--- config.mk ---
export PLATFORM = sky130hd
export DESIGN_NAME = coag_operand_address_generator
export DESIGN_NICKNAME = d
export VERILOG_FILES = /design/src/rtl/coag_pkg.sv /design/src/rtl/coag_mode_decode.sv /design/src/rtl/coag_operand_address_generator.sv
export SDC_FILE = /design/constraint.sdc
export NUM_CORES = 1
export LEC_CHECK = 0
export CAP_MARGIN = 30
export CORE_MARGIN = 8
export CORE_UTILIZATION = 30
export CTS_BUF_LIST = sky130_fd_sc_hd__clkbuf_16
export DETAILED_ROUTE_END_ITERATION = 10
export DONT_BUFFER_PORTS = 1
export PLACE_DENSITY = 0.52
export REMOVE_ABC_BUFFERS = 1
export SYNTH_ARGS = -nofsm -noshare
export SYNTH_HDL_FRONTEND = slang
export SYNTH_HIERARCHICAL = 1
export SYNTH_SLANG_ARGS = --single-unit
--- constraint.sdc ---
create_clock -name ref_clk -period 10.1 [get_ports ref_clk]
set_input_delay 0.505 -clock ref_clk [delete_from_list [all_inputs] [get_ports ref_clk]]
set_output_delay 0.505 -clock ref_clk [all_outputs]
set_load 0.01 [all_outputs]
--- src/rtl/coag_pkg.sv ---
// coag_pkg: shared types and constants for the operand address generator
// assumes: an 8-bit core with a 16-bit byte address space
package coag_pkg;

  // addressing modes handled by the generator
  typedef enum logic [2:0] {
    MODE_NONE = 3'b000,
    MODE_EXT = 3'b001,
    MODE_IX = 3'b010,
    MODE_IX1 = 3'b011,
    MODE_IX2 = 3'b100,
    MODE_REL = 3'b101,
    MODE_BSC = 3'b110,
    MODE_BTB = 3'b111
  } coag_mode_t;

  // sequencer states
  typedef enum logic [1:0] {
    ST_IDLE = 2'b00,
    ST_BYTE1 = 2'b01,
    ST_BYTE2 = 2'b10,
    ST_OPND = 2'b11
  } coag_state_t;

  // opcode high nibble per mode column
  localparam logic [3:0] NIB_BTB = 4'h0;
  localparam logic [3:0] NIB_BSC = 4'h1;
  localparam logic [3:0] NIB_REL = 4'h2;
  localparam logic [3:0] NIB_IX1_RMW = 4'h6;
  localparam logic [3:0] NIB_IX_RMW = 4'h7;
  localparam logic [3:0] NIB_EXT = 4'hC;
  localparam logic [3:0] NIB_IX2 = 4'hD;
  localparam logic [3:0] NIB_IX1 = 4'hE;
  localparam logic [3:0] NIB_IX = 4'hF;

  // field positions inside the opcode
  localparam int BIT_NUM_LSB = 1;
  localparam int BIT_SENSE_POS = 0;

  // instruction lengths and branch bases, in bytes
  localparam logic [15:0] LEN_ONE = 16'h0001;
  localparam logic [15:0] LEN_TWO = 16'h0002;
  localparam logic [15:0] LEN_THREE = 16'h0003;

  // reset value and zero-page high byte
  localparam logic [15:0] PC_RESET = 16'h0000;
  localparam logic [7:0] ZERO_PAGE = 8'h00;

  // sign-extend a branch offset to the address width
  function automatic logic [15:0] coag_sext(input logic [7:0] off);
    coag_sext = {{8{off[7]}}, off};
  endfunction : coag_sext

endpackage : coag_pkg

--- src/rtl/coag_mode_decode.sv ---
// coag_mode_decode: classifies an opcode into its addressing mode and bit fields
// assumes: opcode is stable for the cycle it is sampled, same clock domain
`timescale 1ns/10ps
module coag_mode_decode
  import coag_pkg::*;
(
  input wire logic [7:0] opcode,
  output coag_mode_t mode,
  output logic [2:0] bit_number,
  output logic bit_sense
);

  // only the branch column maps to relative mode
  function automatic coag_mode_t classify(input logic [7:0] op);
    coag_mode_t m;
    m = MODE_NONE;
    if (op[7:4] == NIB_BTB) begin
      m = MODE_BTB;
    end else if (op[7:4] == NIB_BSC) begin
      m = MODE_BSC;
    end else if (op[7:4] == NIB_REL) begin
      m = MODE_REL;
    end else if (op[7:4] == NIB_EXT) begin
      m = MODE_EXT;
    end else if (op[7:4] == NIB_IX2) begin
      m = MODE_IX2;
    end else if (op[7:4] == NIB_IX1 || op[7:4] == NIB_IX1_RMW) begin
      m = MODE_IX1;
    end else if (op[7:4] == NIB_IX || op[7:4] == NIB_IX_RMW) begin
      m = MODE_IX;
    end
    classify = m;
  endfunction : classify

  // bit number straight from the opcode, sense from its inverted bit 0
  always_comb begin
    mode = classify(opcode);
    bit_number = opcode[BIT_NUM_LSB +: 3];
    bit_sense = ~opcode[BIT_SENSE_POS];
  end

endmodule : coag_mode_decode

--- src/rtl/coag_operand_address_generator.sv ---
// coag_operand_address_generator: operand address and program counter sequencer
// assumes: memory answers a read in the cycle mem_ready is high; opcode already fetched
`timescale 1ns/10ps
module coag_operand_address_generator
  import coag_pkg::*;
(
  input wire logic ref_clk,
  input wire logic arst_n,
  input wire logic clk_en,
  input wire logic pc_load,
  input wire logic [15:0] pc_value,
  input wire logic start,
  input wire logic [7:0] opcode,
  input wire logic [7:0] index_reg,
  input wire logic branch_cond,
  output logic mem_rd,
  output logic [15:0] mem_addr,
  input wire logic mem_ready,
  input wire logic [7:0] mem_rdata,
  output logic busy,
  output logic done,
  output logic bad_mode,
  output logic [15:0] effective_address,
  output logic [15:0] program_counter,
  output logic [15:0] tested_byte_address,
  output logic [2:0] bit_number,
  output logic carry_out,
  output logic carry_valid
);

  coag_mode_t dec_mode;
  logic [2:0] dec_bit;
  logic dec_sense;

  coag_state_t state_ff, nxt_state;
  coag_mode_t mode_ff, nxt_mode;
  logic [15:0] pc_ff, nxt_pc;
  logic [15:0] op_addr_ff, nxt_op_addr;
  logic [15:0] mem_addr_ff, nxt_mem_addr;
  logic [15:0] ea_ff, nxt_ea;
  logic [15:0] tba_ff, nxt_tba;
  logic [7:0] byte1_ff, nxt_byte1;
  logic [7:0] byte2_ff, nxt_byte2;
  logic [7:0] index_ff, nxt_index;
  logic [7:0] opcode_ff, nxt_opcode;
  logic [2:0] bit_ff, nxt_bit;
  logic sense_ff, nxt_sense;
  logic cond_ff, nxt_cond;
  logic done_ff, nxt_done;
  logic bad_ff, nxt_bad;
  logic carry_ff, nxt_carry;
  logic cvalid_ff, nxt_cvalid;
  logic rd_take;
  logic [8:0] ix1_sum;
  logic [15:0] rel_target;
  logic [15:0] btb_target;
  logic tested_bit;

  coag_mode_decode u_decode (
    .opcode(opcode),
    .mode(dec_mode),
    .bit_number(dec_bit),
    .bit_sense(dec_sense)
  );

  // bus handshake: a read is accepted while ready and enabled
  assign mem_rd = (state_ff != ST_IDLE);
  assign rd_take = clk_en && mem_rd && mem_ready;
  assign busy = mem_rd;

  // address arithmetic, all modulo 16 bits
  assign ix1_sum = {1'b0, index_ff} + {1'b0, mem_rdata};
  assign rel_target = op_addr_ff + LEN_TWO + coag_sext(mem_rdata);
  assign btb_target = op_addr_ff + LEN_THREE + coag_sext(byte2_ff);
  assign tested_bit = mem_rdata[bit_ff];

  // sequencer next-state and datapath
  always_comb begin
    nxt_state = state_ff;
    nxt_mode = mode_ff;
    nxt_pc = pc_ff;
    nxt_op_addr = op_addr_ff;
    nxt_mem_addr = mem_addr_ff;
    nxt_ea = ea_ff;
    nxt_tba = tba_ff;
    nxt_byte1 = byte1_ff;
    nxt_byte2 = byte2_ff;
    nxt_index = index_ff;
    nxt_opcode = opcode_ff;
    nxt_bit = bit_ff;
    nxt_sense = sense_ff;
    nxt_cond = cond_ff;
    nxt_done = 1'b0;
    nxt_bad = 1'b0;
    nxt_carry = carry_ff;
    nxt_cvalid = 1'b0;
    case (state_ff)
      ST_IDLE: begin
        if (pc_load) begin
          nxt_pc = pc_value;
        end else if (start) begin
          nxt_mode = dec_mode;
          nxt_op_addr = pc_ff;
          nxt_index = index_reg;
          nxt_opcode = opcode;
          nxt_bit = dec_bit;
          nxt_sense = dec_sense;
          nxt_cond = branch_cond;
          if (dec_mode == MODE_NONE) begin
            nxt_done = 1'b1;
            nxt_bad = 1'b1;
          end else if (dec_mode == MODE_IX) begin
            nxt_ea = {ZERO_PAGE, index_reg};
            nxt_pc = pc_ff + LEN_ONE;
            nxt_done = 1'b1;
          end else begin
            nxt_mem_addr = pc_ff + LEN_ONE;
            nxt_state = ST_BYTE1;
          end
        end
      end
      ST_BYTE1: begin
        if (mem_ready) begin
          nxt_byte1 = mem_rdata;
          case (mode_ff)
            MODE_IX1: begin
              nxt_ea = {7'h00, ix1_sum};
              nxt_pc = op_addr_ff + LEN_TWO;
              nxt_done = 1'b1;
              nxt_state = ST_IDLE;
            end
            MODE_REL: begin
              nxt_ea = rel_target;
              nxt_pc = cond_ff ? rel_target : op_addr_ff + LEN_TWO;
              nxt_done = 1'b1;
              nxt_state = ST_IDLE;
            end
            MODE_BSC: begin
              nxt_ea = {ZERO_PAGE, mem_rdata};
              nxt_pc = op_addr_ff + LEN_TWO;
              nxt_done = 1'b1;
              nxt_state = ST_IDLE;
            end
            default: begin
              nxt_mem_addr = op_addr_ff + LEN_TWO;
              nxt_state = ST_BYTE2;
            end
          endcase
        end
      end
      ST_BYTE2: begin
        if (mem_ready) begin
          nxt_byte2 = mem_rdata;
          if (mode_ff == MODE_EXT) begin
            nxt_ea = {byte1_ff, mem_rdata};
            nxt_pc = op_addr_ff + LEN_THREE;
            nxt_done = 1'b1;
            nxt_state = ST_IDLE;
          end else if (mode_ff == MODE_IX2) begin
            nxt_ea = {byte1_ff, mem_rdata} + {ZERO_PAGE, index_ff};
            nxt_pc = op_addr_ff + LEN_THREE;
            nxt_done = 1'b1;
            nxt_state = ST_IDLE;
          end else begin
            nxt_tba = {ZERO_PAGE, byte1_ff};
            nxt_mem_addr = {ZERO_PAGE, byte1_ff};
            nxt_state = ST_OPND;
          end
        end
      end
      ST_OPND: begin
        if (mem_ready) begin
          nxt_carry = tested_bit;
          nxt_cvalid = 1'b1;
          nxt_ea = btb_target;
          nxt_pc = (tested_bit == sense_ff) ? btb_target : op_addr_ff + LEN_THREE;
          nxt_done = 1'b1;
          nxt_state = ST_IDLE;
        end
      end
      default: begin
        nxt_state = ST_IDLE;
      end
    endcase
  end

  // state registers, frozen while clk_en is low
  always_ff @(posedge ref_clk or negedge arst_n) begin
    if (!arst_n) begin
      state_ff <= ST_IDLE;
      mode_ff <= MODE_NONE;
      pc_ff <= PC_RESET;
      op_addr_ff <= PC_RESET;
      mem_addr_ff <= PC_RESET;
      ea_ff <= 16'h0000;
      tba_ff <= 16'h0000;
      byte1_ff <= 8'h00;
      byte2_ff <= 8'h00;
      index_ff <= 8'h00;
      opcode_ff <= 8'h00;
      bit_ff <= 3'h0;
      sense_ff <= 1'b0;
      cond_ff <= 1'b0;
      done_ff <= 1'b0;
      bad_ff <= 1'b0;
      carry_ff <= 1'b0;
      cvalid_ff <= 1'b0;
    end else if (clk_en) begin
      state_ff <= nxt_state;
      mode_ff <= nxt_mode;
      pc_ff <= nxt_pc;
      op_addr_ff <= nxt_op_addr;
      mem_addr_ff <= nxt_mem_addr;
      ea_ff <= nxt_ea;
      tba_ff <= nxt_tba;
      byte1_ff <= nxt_byte1;
      byte2_ff <= nxt_byte2;
      index_ff <= nxt_index;
      opcode_ff <= nxt_opcode;
      bit_ff <= nxt_bit;
      sense_ff <= nxt_sense;
      cond_ff <= nxt_cond;
      done_ff <= nxt_done;
      bad_ff <= nxt_bad;
      carry_ff <= nxt_carry;
      cvalid_ff <= nxt_cvalid;
    end
  end

  // registered outputs
  assign mem_addr = mem_addr_ff;
  assign done = done_ff;
  assign bad_mode = bad_ff;
  assign effective_address = ea_ff;
  assign program_counter = pc_ff;
  assign tested_byte_address = tba_ff;
  assign bit_number = bit_ff;
  assign carry_out = carry_ff;
  assign carry_valid = cvalid_ff;

  logic fin_ff;
  assign fin_ff = done_ff && !bad_ff && clk_en;
endmodule : coag_operand_address_generator

==> results.txt <==
The flow ran to the end, and the final reports show no timing, DRC or antenna violations. The number of I/O port buffers was 0; the clock insertion delay at the later pin of the skew report was 0.38 ns. The longest clock path from root to sink contains 2 buffers.

Combinational logic burns 61.3% of the power. The tools report the final count of pins violating max slew as 0. The run gives 0.03511 mm^2 as the die area. Fill cells in the final layout number 3008.

By instance count, the cell type seen most on the critical path is sky130_fd_sc_hd__ha_1. Before antenna repair, the detailed router went through 6 iterations. The share of total power dissipated in the clock network is 11.1%. In the synthesized netlist the dominant register cell turns out to be sky130_fd_sc_hd__dfrtp_1. IR analysis of the VDD net gives a maximum drop of 133.2 uV. After routing the design area is 0.009522 mm^2. Summing internal, switching and leakage power gives 3.659 mW.

For the hold violation count in the final report, the log shows 0. The utilization of the core after routing was 33.08%; the power density normalized to cell area was 384.3 mW/mm^2. The tools report the upper clock frequency limit as 261.4 MHz. The initial core utilization is 30.61%, and the fraction of registers with async set/reset is 100.0%. After detailed routing, the number of vias per cell comes to 5.678. Summed over all failing endpoints, the final setup total negative slack is 0 ns.

The largest total area in the synthesized netlist belongs to sky130_fd_sc_hd__dfrtp_1. Counting every instance in the synthesized netlist gives 995. The worst setup path is captured at a register.

Setup repair after global routing left no endpoint under its margin. The wire length of the first global-routing pass came out at 48.18 mm. Along the worst path, the maximum fanout reaches 9. The pin slew with the least headroom to its limit was 1.004 ns. The die boundary width was 187.4 um.

The sort of element at the start of the critical path is a register. The top cell type by area accounts for 31.24% of the synthesized area. The internal power of the cells totals 1.738 mW. In this run the remaining antenna-violating nets after routing total 0. The critical path launch point is op_addr_ff[2]$_DFFE_PN0P_. The weighted congestion reported at the end of routability-driven placement was 0.9535. The worst register-to-register path begins at op_addr_ff[2]$_DFFE_PN0P_. The number of cells in the design after placement is 1342. The delay contributed by the slowest stage of the critical path is 0.87 ns, and the post-route DRC violation count is 0. Traced cell by cell, the critical path runs through ha_1 > nand3_1 > xnor2_1 > ha_1 > o21ai_0 > a221oi_1 > a2111oi_1 > nor2_1 > xor2_1 > a221o_1 > o221a_2.

The tools report the portion of total power attributed to sequential cells as 27.6%. The unique cell type count in the Yosys netlist is 78, and the switching power as a share of total power is 52.50%. The met2 layer usage reported by global route is 28.77%.

In the synthesized netlist, the cells that appear most often are sky130_fd_sc_hd__dfrtp_1, sky130_fd_sc_hd__nand2_1, sky130_fd_sc_hd__o21ai_0, sky130_fd_sc_hd__nor2_1, sky130_fd_sc_hd__mux2_2. For the number of placement rows, the log shows 62. In this run, synthesis produced a sequential element count of 110. For the total congestion overflow after global routing, the log shows 0. For the global-route usage over all layers, the log shows 17.59%. The cell family contributing the most delay on the critical path is compound AO/OA/AOI/OAI gates. For flop-to-flop paths, the worst setup slack is 6.27 ns.

Slowest cell on the critical path: sky130_fd_sc_hd__a2111oi_1. Number of enable-type register cells in the synthesized netlist: 0. The total area inside the core boundary comes to 0.02878 mm^2.

In the global route stage, met1 resource usage came out at 22.13%. The worst setup skew after layout was 0.01162 ns; the routed wirelength normalized by instance count was 23.08 um. The pin count of the biggest net entering global routing is 111, and the die height is 187.4 um.

For this design the top-level I/O count stands at 120. The area growth from synthesis to layout is 8.066%. The critical path contains buffers and inverters numbering 0 combined.

The number of endpoints failing setup at the final stage is 0. The tools report the instance area at placement as 0.009173 mm^2. By startpoint and endpoint, the worst setup path is classified as register to register. Counting every sink on the clock net gives 110. The logs give 9 for the number of buffers created by CTS and 0.002753 mm^2 for the sequential standard cell area. The arrival time of the worst setup path is 4.09 ns, and the cell area after synthesis is 0.008811 mm^2. In this run the mean area of a mapped cell was 8.855 um^2. The layer flagged by global routing as most heavily used is met2. The finished layout holds 1359 standard cells, fillers aside.

At the worst endpoint, the required time is 10.37 ns. The tree is rooted in a sky130_fd_sc_hd__clkbuf_16. The post-route fraction of the period consumed by the critical path works out to 37.88%.

For the antenna diode count, the log shows 0. Clock-pin slew was measured on the worst setup and hold paths at 0.09 ns. The estimated wirelength of the detail-placed design was 23.48 mm; the logic depth of the worst register-to-register path was 11.

The via count of the first global-routing pass came out at 7615. The fraction of layout instances using a drive strength above 1 is 11.38%, and the total number of nets in the final design is 1066. The initial antenna violation count is 0. The number of gates resized after CTS was 0.

Max-cap violations in this run came to 0. The area of the multi-input gates was 0.005638 mm^2; the met3 usage in global routing was 4.698%. The number of levels in the clock H-tree is 3.

The final critical path time including I/O delays and setup works out to 3.825 ns. In this run the critical register-to-register path is captured at program_counter[11]$_DFFE_PN0P_. For this design the total switching power over the nets is 1.921 mW. The Yosys step of the flow raised 6 warnings.

TritonCTS built the clock tree. For this run, the register share of the synthesized area comes to 31.24%. Among all cell types in the netlist, the one instantiated most often is sky130_fd_sc_hd__dfrtp_1. Sorting the synthesized cells by area gives the leading types as sky130_fd_sc_hd__dfrtp_1, sky130_fd_sc_hd__mux2_2, sky130_fd_sc_hd__ha_1, sky130_fd_sc_hd__xnor2_1, sky130_fd_sc_hd__o21ai_0.

The first routing iteration left 691 violations. The total routed wirelength was 31.37 mm; the via count was 7717. The worst min-delay path category is input port to async pin. Number of hold-repair buffers added at the cts stage: 1.

For this design the static power due to leakage is 3.985 nW. For the worst relative slew slack, the log shows 33.03%. The post-CTS repair timing setup buffer count is 0.
==> stage by stage <==
| stage | worst slack, ns | hold WS (ns) |
|---|---|---|
| 2_1_floorplan | 6.777 | 0.2094 |
| 3_3_place_gp | 6.386 | 0.2212 |
| 3_5_place_dp | 6.359 | 0.2213 |
| 4_1_cts | 6.330 | 0.1102 |
| 5_1_grt | 6.001 | 0.1376 |
| 6_report | 6.275 | 0.09381 |
==> area by class of cell <==
cell class	instances	area share (%)
Sequential cell	110	28.91
Clock inverter	7	1.012
Inverter	45	1.774
Clock buffer	9	2.365
Multi-Input combinational cell	788	59.21
Tap cell	384	5.046
Timing Repair Buffer	16	1.682
==> power by group through the flow <==
| stage | Clock (mW) | Sequential, mW | Combinational (mW) |
|---|---|---|---|
| 2_1_floorplan | 0 | 0.891 | 1.61 |
| 3_3_place_gp | 0 | 1.02 | 2.19 |
| 3_5_place_dp | 0 | 1.03 | 2.21 |
| 4_1_cts | 0.415 | 1.02 | 2.23 |
| 5_1_grt | 0.432 | 1.05 | 2.47 |
| 6_report | 0.404 | 1.01 | 2.24 |
==> logic make-up (layout without fill, tap and decap cells) <==
| kind of cell | Yosys count | in the layout | share of synthesized area, % |
|---|---|---|---|
| AND/OR/NAND/NOR | 286 | 286 | 15.90 |
| AO/OA/AOI/OAI | 285 | 285 | 22.04 |
| flip-flops | 110 | 110 | 31.24 |
| buffers and inverters | 104 | 77 | 5.197 |
| multiplexers | 82 | 82 | 10.61 |
| XOR/XNOR | 78 | 78 | 7.753 |
| adder cells (fa/ha/maj) | 49 | 49 | 7.214 |
| other | 1 | 8 | 0.04256 |
==> layer usage <==
metal,vias up,wire [um]
met5,-,0
li1,3605,-
met3,51,2370
met1,3792,13280
met4,0,927
met2,269,14790
==> cell usage in the layout (no fill, tap or decap), drive strengths merged, types with 5 or more instances in the layout <==
| master | synthesis | final |
|---|---|---|
| inv | 43 | 48 |
| clkbuf | 33 | 9 |
| nand2 | 84 | 84 |
| o21ai | 71 | 71 |
| a221oi | 19 | 19 |
| a211oi | 17 | 17 |
| o211ai | 18 | 18 |
| or2 | 6 | 6 |
| nand3 | 43 | 43 |
| nand2b | 14 | 14 |
| a221o | 9 | 9 |
| o21a | 11 | 11 |
| nor2 | 60 | 60 |
| xor2 | 29 | 29 |
| mux2i | 22 | 22 |
| a21oi | 54 | 54 |
| xnor2 | 49 | 49 |
| conb | 1 | 8 |
| dfrtp | 110 | 110 |
| nor3 | 16 | 16 |
| buf | 26 | 16 |
| ha | 46 | 46 |
| and2 | 8 | 8 |
| a32oi | 6 | 6 |
| nand4 | 11 | 11 |
| a31oi | 7 | 7 |
| o221ai | 11 | 11 |
| or3 | 9 | 9 |
| nor2b | 5 | 5 |
| a22oi | 6 | 6 |
| mux2 | 58 | 58 |
| and3 | 9 | 9 |
| a21o | 17 | 17 |
| o22ai | 7 | 7 |
==> flip-flops by register name (all words and copies together), names as in the netlist, 2 cells and up <==
name                 flops
bit_number               3
byte1_ff                 8
op_addr_ff              16
program_counter         16
effective_address       16
byte2_ff                 8
state_ff                 2
mem_addr                16
mode_ff                  3
index_ff                 8
tested_byte_address      8
==> worst max-delay path by stage <==
| stage | end | slack (ns) | cells after the start |
|---|---|---|---|
| floorplan | effective_address[9]$_DFFE_PN0P_ | 6.78 | 9 |
| global placement | effective_address[9]$_DFFE_PN0P_ | 6.39 | 12 |
| detailed placement | program_counter[11]$_DFFE_PN0P_ | 6.36 | 12 |
| CTS | program_counter[11]$_DFFE_PN0P_ | 6.33 | 12 |
| global route | program_counter[11]$_DFFE_PN0P_ | 6.00 | 11 |
| finish | program_counter[11]$_DFFE_PN0P_ | 6.27 | 11 |
(Power assumes the default switching activity.)
